<file path="src/design/kli_defs.svh">
// Register indices, field positions and reset values of the keyboard unit
`ifndef KLI_DEFS_SVH
`define KLI_DEFS_SVH

// ----------------------------------------------------------------------
// Register indices (byte address is four times the index)
// ----------------------------------------------------------------------
`define KLI_IDX_LEVEL 8'h9C
`define KLI_IDX_ENABLE 8'h9D
`define KLI_IDX_FLAGS 8'h9E
`define KLI_IDX_CLEAR 8'h9F
`define KLI_IDX_GIEN 8'hB1

// ----------------------------------------------------------------------
// Widths, fields and reset values
// ----------------------------------------------------------------------
`define KLI_LINES 8
`define KLI_ADDR_W 12
`define KLI_DATA_W 32
`define KLI_IDX_LSB 2
`define KLI_GIEN_BIT 0
`define KLI_STRB_LOW 0
`define KLI_RST_BYTE 8'h00
`define KLI_RST_BIT 1'b0
`define KLI_ZERO_HI 24'h000000
`define KLI_ZERO_WORD 32'h00000000
`define KLI_ZERO_GIEN_HI 31'h00000000
`define KLI_ALL_LINES 8'hFF

`endif

</file>
<file path="src/design/kli_pkg.sv">
// Types shared by the keyboard level interrupt unit
package kli_pkg;

    // ------------------------------------------------------------------
    // Types
    // ------------------------------------------------------------------
    typedef logic [7:0] kli_byte_t;

    typedef enum logic [5:0]
    {
        KLI_R_NONE = 6'b000001,
        KLI_R_LEVEL = 6'b000010,
        KLI_R_ENABLE = 6'b000100,
        KLI_R_FLAGS = 6'b001000,
        KLI_R_CLEAR = 6'b010000,
        KLI_R_GIEN = 6'b100000
    } kli_reg_t;

endpackage : kli_pkg

</file>
<file path="src/design/kli_line.sv">
// One keyboard line: level match and sticky flag
`include "kli_defs.svh"

module kli_line
(
    input wire logic sys_clk, // Core clock
    input wire logic reset_n, // Synchronous reset, active low
    input wire logic pin, // Port line level
    input wire logic level_sel, // 0 detects low, 1 detects high
    input wire logic sw_clear, // Software clear pulse for this flag
    output logic match, // Pin shows the programmed level
    output logic flag // Sticky line flag
);

    logic flag_ff;
    logic nxt_flag_ff;

    // ------------------------------------------------------------------
    // Detection and flag
    // ------------------------------------------------------------------
    assign match = ~(pin ^ level_sel);

    always_comb
    begin
        // Detection beats a clear so a held key is never lost
        if (match)
            nxt_flag_ff = 1'b1;
        else if (sw_clear)
            nxt_flag_ff = 1'b0;
        else
            nxt_flag_ff = flag_ff;
    end

    always_ff @(posedge sys_clk)
    begin
        if (!reset_n)
            flag_ff <= `KLI_RST_BIT;
        else
            flag_ff <= nxt_flag_ff;
    end

    assign flag = flag_ff;

    // ------------------------------------------------------------------
    // Checks
    // ------------------------------------------------------------------
    a_set_wins_clear: assert property (@(posedge sys_clk)
        disable iff (!reset_n)
        (match && sw_clear) |=> flag_ff)
        else $error("flag lost when detection met clear");

    a_clear_drops: assert property (@(posedge sys_clk) disable iff (!reset_n)
        (!match && sw_clear) |=> !flag_ff)
        else $error("flag not cleared by software");

endmodule : kli_line

</file>
<file path="src/design/kli_top.sv">
// Keyboard level interrupt unit with APB register slave
//
// Functional notes
// Each line's flag sets when its pin shows the programmed level.
// Request rises when any flag is set on an enabled line.
// Software clears flags; hardware never clears them itself.
// Enable bit zero leaves pin as plain port; one lets flag interrupt.
// Level select zero detects low level, one detects high level.
// Level, enable and flag registers at indices 9C, 9D, 9E; reset zero.
// Combined request is also gated by one global keyboard enable bit.
// Enabled lines at programmed level wake the core from idle/power down.
// Detection and clear in the same cycle leave the flag set.
`include "kli_defs.svh"

module kli_top
(
    input wire logic sys_clk, // Core clock, 125 MHz
    input wire logic reset_n, // Synchronous reset, active low
    input wire logic psel, // APB select
    input wire logic penable, // APB access phase
    input wire logic pwrite, // APB direction, 1 writes
    input wire logic [`KLI_ADDR_W-1:0] paddr, // APB byte address
    input wire logic [`KLI_DATA_W-1:0] pwdata, // APB write data
    input wire logic [3:0] pstrb, // APB byte strobes
    output logic [`KLI_DATA_W-1:0] prdata, // APB read data
    output logic pready, // APB ready
    output logic pslverr, // APB error on unmapped address
    input wire logic [`KLI_LINES-1:0] port_one_in, // Port pin levels
    output logic [`KLI_LINES-1:0] key_line_alt, // Line serves keyboard
    output logic keypad_irq_request, // Shared keyboard interrupt
    output logic wake_request // Wake from idle or power down
);

    // ------------------------------------------------------------------
    // Address decode
    // ------------------------------------------------------------------
    function automatic kli_pkg::kli_reg_t decode_reg
    (
        input logic [`KLI_ADDR_W-1:0] addr
    );
        kli_pkg::kli_reg_t sel;
        sel = kli_pkg::KLI_R_NONE;
        if (addr[`KLI_IDX_LSB-1:0] == 2'h0)
        begin
            case (addr[`KLI_ADDR_W-1:`KLI_IDX_LSB])
                {2'h0, `KLI_IDX_LEVEL}: sel = kli_pkg::KLI_R_LEVEL;
                {2'h0, `KLI_IDX_ENABLE}: sel = kli_pkg::KLI_R_ENABLE;
                {2'h0, `KLI_IDX_FLAGS}: sel = kli_pkg::KLI_R_FLAGS;
                {2'h0, `KLI_IDX_CLEAR}: sel = kli_pkg::KLI_R_CLEAR;
                {2'h0, `KLI_IDX_GIEN}: sel = kli_pkg::KLI_R_GIEN;
                default: sel = kli_pkg::KLI_R_NONE;
            endcase
        end
        return sel;
    endfunction : decode_reg

    kli_pkg::kli_reg_t reg_sel;
    logic access;
    logic setup;
    logic wr_en;
    logic wr_level;
    logic wr_enable;
    logic wr_flags;
    logic wr_clear;
    logic wr_gien;

    assign reg_sel = decode_reg(paddr);
    assign access = psel && penable;
    assign setup = psel && !penable;
    assign wr_en = access && pwrite && pstrb[`KLI_STRB_LOW];
    assign wr_level = wr_en && (reg_sel == kli_pkg::KLI_R_LEVEL);
    assign wr_enable = wr_en && (reg_sel == kli_pkg::KLI_R_ENABLE);
    assign wr_flags = wr_en && (reg_sel == kli_pkg::KLI_R_FLAGS);
    assign wr_clear = wr_en && (reg_sel == kli_pkg::KLI_R_CLEAR);
    assign wr_gien = wr_en && (reg_sel == kli_pkg::KLI_R_GIEN);

    // ------------------------------------------------------------------
    // Control registers
    // ------------------------------------------------------------------
    kli_pkg::kli_byte_t level_ff;
    kli_pkg::kli_byte_t nxt_level_ff;
    kli_pkg::kli_byte_t enable_ff;
    kli_pkg::kli_byte_t nxt_enable_ff;
    logic gien_ff;
    logic nxt_gien_ff;

    always_comb
    begin
        nxt_level_ff = wr_level ? pwdata[7:0] : level_ff;
        nxt_enable_ff = wr_enable ? pwdata[7:0] : enable_ff;
        nxt_gien_ff = wr_gien ? pwdata[`KLI_GIEN_BIT] : gien_ff;
    end

    always_ff @(posedge sys_clk)
    begin
        if (!reset_n)
        begin
            level_ff <= `KLI_RST_BYTE;
            enable_ff <= `KLI_RST_BYTE;
            gien_ff <= `KLI_RST_BIT;
        end
        else
        begin
            level_ff <= nxt_level_ff;
            enable_ff <= nxt_enable_ff;
            gien_ff <= nxt_gien_ff;
        end
    end

    // ------------------------------------------------------------------
    // Lines
    // ------------------------------------------------------------------
    // Writing a zero to the flag register or a one to the clear register
    // drops that flag; both paths exist so software may pick either.
    kli_pkg::kli_byte_t sw_clear;
    kli_pkg::kli_byte_t match_vec;
    kli_pkg::kli_byte_t flags;

    assign sw_clear = ({`KLI_LINES{wr_flags}} & ~pwdata[7:0])
        | ({`KLI_LINES{wr_clear}} & pwdata[7:0]);

    genvar gi;
    generate
        for (gi = 0; gi < `KLI_LINES; gi++)
        begin : g_line
            kli_line u_line
            (
                .sys_clk(sys_clk),
                .reset_n(reset_n),
                .pin(port_one_in[gi]),
                .level_sel(level_ff[gi]),
                .sw_clear(sw_clear[gi]),
                .match(match_vec[gi]),
                .flag(flags[gi])
            );
        end
    endgenerate

    // ------------------------------------------------------------------
    // Requests
    // ------------------------------------------------------------------
    kli_pkg::kli_byte_t pending;
    logic irq_ff;
    logic nxt_irq_ff;

    assign pending = flags & enable_ff;
    assign key_line_alt = enable_ff;

    always_comb
    begin
        nxt_irq_ff = gien_ff && (|pending);
    end

    always_ff @(posedge sys_clk)
    begin
        if (!reset_n)
            irq_ff <= `KLI_RST_BIT;
        else
            irq_ff <= nxt_irq_ff;
    end

    assign keypad_irq_request = irq_ff;

    // Kept combinational: in power down the clock may be stopped, so the
    // live pin match must reach the wake logic without a clock edge.
    assign wake_request = |(pending | (match_vec & enable_ff));

    // ------------------------------------------------------------------
    // APB read path
    // ------------------------------------------------------------------
    logic [`KLI_DATA_W-1:0] rdata_ff;
    logic [`KLI_DATA_W-1:0] nxt_rdata_ff;

    always_comb
    begin
        nxt_rdata_ff = rdata_ff;
        if (setup && !pwrite)
        begin
            case (reg_sel)
                kli_pkg::KLI_R_LEVEL: nxt_rdata_ff = {`KLI_ZERO_HI, level_ff};
                kli_pkg::KLI_R_ENABLE:
                    nxt_rdata_ff = {`KLI_ZERO_HI, enable_ff};
                kli_pkg::KLI_R_FLAGS: nxt_rdata_ff = {`KLI_ZERO_HI, flags};
                kli_pkg::KLI_R_GIEN:
                    nxt_rdata_ff = {`KLI_ZERO_GIEN_HI, gien_ff};
                default: nxt_rdata_ff = `KLI_ZERO_WORD;
            endcase
        end
    end

    always_ff @(posedge sys_clk)
    begin
        if (!reset_n)
            rdata_ff <= `KLI_ZERO_WORD;
        else
            rdata_ff <= nxt_rdata_ff;
    end

    assign prdata = rdata_ff;
    assign pready = 1'b1;
    assign pslverr = access && (reg_sel == kli_pkg::KLI_R_NONE);

    // ------------------------------------------------------------------
    // Checks
    // ------------------------------------------------------------------
    a_flag_sets_match: assert property (@(posedge sys_clk)
        disable iff (!reset_n)
        (|match_vec) |=> ((flags & $past(match_vec)) == $past(match_vec)))
        else $error("matching line did not set its flag");

    a_flag_sticky_hold: assert property (@(posedge sys_clk)
        disable iff (!reset_n)
        !(wr_flags || wr_clear) |=> ((flags & $past(flags)) == $past(flags)))
        else $error("flag dropped without software clear");

    a_irq_follows_line: assert property (@(posedge sys_clk)
        disable iff (!reset_n)
        (gien_ff && |(flags & enable_ff)) |=> keypad_irq_request)
        else $error("enabled flag raised no request");

    a_irq_masked_line: assert property (@(posedge sys_clk)
        disable iff (!reset_n)
        ((flags & enable_ff) == `KLI_RST_BYTE) |=> !keypad_irq_request)
        else $error("request from disabled lines only");

    a_global_gate_off: assert property (@(posedge sys_clk)
        disable iff (!reset_n)
        !gien_ff |=> !keypad_irq_request)
        else $error("request despite global enable off");

    a_alt_mode_write: assert property (@(posedge sys_clk)
        disable iff (!reset_n)
        wr_enable |=> (key_line_alt == $past(pwdata[7:0])))
        else $error("line mode not taken from enable write");

    a_level_low_all: assert property (@(posedge sys_clk)
        disable iff (!reset_n)
        (level_ff == `KLI_RST_BYTE && port_one_in == `KLI_RST_BYTE)
        |=> (flags == `KLI_ALL_LINES))
        else $error("low level not detected");

    a_level_high_all: assert property (@(posedge sys_clk)
        disable iff (!reset_n)
        (level_ff == `KLI_ALL_LINES && port_one_in == `KLI_ALL_LINES)
        |=> (flags == `KLI_ALL_LINES))
        else $error("high level not detected");

    a_read_upper_zero: assert property (@(posedge sys_clk)
        disable iff (!reset_n)
        (setup && !pwrite && reg_sel == kli_pkg::KLI_R_LEVEL)
        |=> (prdata == {`KLI_ZERO_HI, $past(level_ff)}))
        else $error("level register read back wrong");

    a_wake_enabled: assert property (@(posedge sys_clk)
        disable iff (!reset_n)
        |(flags & enable_ff) |-> wake_request)
        else $error("enabled flag gave no wake");

    c_irq_raised: cover property (@(posedge sys_clk) disable iff (!reset_n)
        $rose(keypad_irq_request));

    c_clear_collide: cover property (@(posedge sys_clk) disable iff (!reset_n)
        |(sw_clear & match_vec));

    c_unmapped: cover property (@(posedge sys_clk) disable iff (!reset_n)
        pslverr);

endmodule : kli_top

</file>
<file path="config.mk">
export PLATFORM = sky130hd
export DESIGN_NAME = kli_top
export DESIGN_NICKNAME = d
export VERILOG_FILES = /design/src/design/kli_pkg.sv /design/src/design/kli_line.sv /design/src/design/kli_top.sv
export VERILOG_INCLUDE_DIRS = /design/src /design/src/design
export SDC_FILE = /design/constraint.sdc
export NUM_CORES = 1
export LEC_CHECK = 0
export ABC_AREA = 0
export BUFFER_PORTS_ARGS = -buffer_cell sky130_fd_sc_hd__buf_2
export CORE_MARGIN = 3
export CORE_UTILIZATION = 48
export CTS_BUF_LIST = sky130_fd_sc_hd__clkbuf_8 sky130_fd_sc_hd__clkbuf_16
export DETAILED_ROUTE_END_ITERATION = 10
export HOLD_SLACK_MARGIN = 0.03
export PLACE_DENSITY = 0.83
export SYNTH_ARGS = -nofsm -noshare
export SYNTH_HDL_FRONTEND = slang
export SYNTH_SLANG_ARGS = --single-unit
</file>
<file path="constraint.sdc">
create_clock -name sys_clk -period 2.34 [get_ports sys_clk]
set_input_delay 0.234 -clock sys_clk [delete_from_list [all_inputs] [get_ports sys_clk]]
set_output_delay 0.234 -clock sys_clk [all_outputs]
set_load 0.02 [all_outputs]
</file>
==> metrics.yaml <==
placement:
  routabilityCongestion: 0.744
  dpl.hpwl_um: 3210
  port_buffers: 52
sta:
  post-route-period-util_pct: 78.6
  finalSetupViolCount: 0
  achievable-frequency_mhz: 544
  rsz0062_at_grt: "false"
  finalHoldViolCount: 0
  slew_viol_final: 0
  relSlewSlack_pct: 66.0
  max_slew.worst_pin.slew_ns: 0.509
  totalNegativeSetupSlack_ns: 0
  finalClockSkew_ns: 0.00551
  finalCriticalPeriod_ns: 1.84
pwr:
  static-leakage-power_nw: 1.04
  power_per_cell_area_mw_per_mm2: 539
  power.ir.vdd_worst_mv: 0.301
drt:
  post_drt_wl_per_cell_um: 12.9
  totalWireLength_um: 4270
  route.detailed.vias_per_inst: 5.04
  via_count: 1672
  drt_first_pass_iters: 4
  detail-route-antenna-nets: 0
  first_iter_violations: 60
  post-route-drc-count: 0
setup_path:
  worst_ep_arrival_time_ns: 1.60
  critical_path_peak_fanout: 3
  critPathMaxStageDelay_ns: 0.33
  worst-setup-path-type: "reg -> out"
  worstSetupStartpointType: "flop"
  critical_path.cell_chain: "xnor2_1, a22o_1, a221oi_1, nand4b_1, buf_2"
  critical_path_endpoint_category: "output port"
  critPathSlowestCell: "sky130_fd_sc_hd__dfxtp_1"
  critical_path_required_ns: 2.11
layout:
  finalNetCount: 344
  mostFrequentLayoutCells: "sky130_fd_sc_hd__buf_2, sky130_fd_sc_hd__nand2_1, sky130_fd_sc_hd__dfxtp_1"
  seqCellArea_um2: 681
  post_route_cells_drive_above_1_share_pct: 23.2
  multi_input_comb_area_mm2: 0.00110
  area_delta_synth_final_pct: 13.5
  layout.cells.most_common: "sky130_fd_sc_hd__buf_2"
  n_antenna_cell: 0
  finalCoreUtilization_pct: 58.6
  fillers: 355
cts:
  root_buffer: "sky130_fd_sc_hd__clkbuf_8"
  post_cts_buffers: 0
  tritoncts: "built"
  path_clk_slew_ns: 0.07
  cts-buffers-inserted: 5
  hold_fix_buffers_cts: 0
  clkSinkCount: 34
  cts_resized: 0
  ctsLongestPathBuffers: 2
  source_to_sink_clock_delay_at_the_later_pin_of_the_worst_skew_pair_ns: 0.29
  ctsHtreeMaxLevel: 2
synth:
  synth.avg_cell_area_um2: 8.37
  synth-seq-area-share_pct: 34.7
  synth_seq_cells: 34
  synth_top_cell_area_share_pct: 34.7
  yosysTopAreaCell: "sky130_fd_sc_hd__dfxtp_1"
  largest_cells_by_area_after_synthesis: "sky130_fd_sc_hd__dfxtp_1, sky130_fd_sc_hd__mux2i_1, sky130_fd_sc_hd__buf_4, sky130_fd_sc_hd__nand2_1, sky130_fd_sc_hd__a21oi_1"
  synth-warning-count: 0
  number_of_instances_in_the_synthesized_netlist: 234
  syn_area_mm2: 0.00196
  synth_cell_types: 33
floorplanning:
  core_mm2: 0.00380
  die-width_um: 69.9
  initial_standard_cell_utilization_of_the_core_pct: 51.6
  die_h_um: 69.9
  io-pin-count: 105
  placementRows: 22
  dieArea_mm2: 0.00488
global_routing:
  grt.met3_usage_pct: 4.75
  grt_util_all_layers_pct: 17.7
  grt_remaining_overflow: 0
  grt_pass1_vias: 1521
  grt.met2_usage_pct: 27.1
  pin_count_of_the_biggest_net_entering_global_routing: 34
  busiest_layer: "met2"
  grt_antenna_before_repair: 0
  first_pass_grt_wire_length_um: 6930
  grt.met1_usage_pct: 22.8
min_path:
  class_of_the_worst_hold_path: "in -> reg"
job:
  cap_viol_max_count: 0
run_status:
  outcome: "finished, final reports clean"
==> power breakdown <==
| group | total [mW] | internal, mW | switching, mW |
|---|---|---|---|
| clock network | 0.441 | 0.233 | 0.209 |
| logic | 0.162 | 0.0558 | 0.107 |
| registers | 0.596 | 0.589 | 0.00717 |
==> critical path, delay by kind of cell, from the launching register on <==
kind / cells / cell delay (ns)
and+or+nand+nor: 1 / 0.16
DFF: 1 / 0.33
AOI/OAI and AO/OA: 2 / 0.48
xor gates and xnor gates: 1 / 0.15
buffers and inverters: 1 / 0.19
==> cell families (layout without fill, tap and decap cells) <==
kind of cell / Yosys count / in the layout / synth area share [%]
AND/OR/NAND/NOR: 78 / 78 / 19.2
flip-flops: 34 / 34 / 34.7
AO/OA/AOI/OAI: 42 / 42 / 12.4
XOR/XNOR: 16 / 16 / 7.15
buffers and inverters: 37 / 64 / 13.4
other: 2 / 25 / 0.383
multiplexers: 25 / 25 / 12.8
==> flip-flops by register name, indices dropped and copies added (netlist names) <==
name                flops
g_line.u_line.flag      8
gien_ff                 1
key_line_alt            8
keypad_irq_request      1
level_ff                8
prdata                  8
==> stage by stage <==
step / total power [mW] / area [um^2] / std cells / worst slack, ns / hold slack, ns
after floorplan: 0.749 / 2050 / 257 / 0.970 / 0.396
final: 1.20 / 2220 / 332 / 0.501 / 0.228
after CTS: 1.21 / 2220 / 332 / 0.479 / 0.219
after global routing: 1.25 / 2220 / 332 / 0.410 / 0.232
after detailed placement: 0.769 / 2130 / 324 / 0.722 / 0.439
after global placement: 0.765 / 2130 / 324 / 0.736 / 0.434
==> synth_stat cells (all sizes together) <==
cell type and instances:
nand3 5, xor2 8, a221oi 1, nand2 38, o2bb2ai 1, nand4b 1
nand2b 1, a21oi 16, clkbuf 5, nor2b 3, conb 2, a22oi 6
a32oi 1, dfxtp 34, a22o 1, o21ai 15, nand4 2, a21o 1
nand3b 1, buf 32, and3b 1, and3 4, nor3 1, nor2 18
mux2i 25, nor4b 1, nor3b 2, xnor2 8
==> final cells by class <==
class	instances	area share, %
Clock buffer	6	3.71
Clock inverter	2	0.394
Multi-Input combinational cell	186	49.6
Sequential cell	34	30.6
Tap cell	48	2.70
Timing Repair Buffer	56	13.0
==> routing by layer <==
layer	part of all wire, %	wire length [um]
met5	0	0
met4	1.9	82
met3	7.4	314
met2	46	1980
met1	44	1890
==> path summary, 6_finish.rpt <==
kind                   start                  to  slack (ns)  cells past startpoint
min                pwdata[2]         level_ff[2]        0.23                      3
min reg2reg        prdata[4]           prdata[4]        0.45                      2
max reg2reg  key_line_alt[1]  keypad_irq_request        1.35                      3
max              level_ff[7]        wake_request        0.50                      5
No activity file was read; power rests on OpenSTA's default activity.
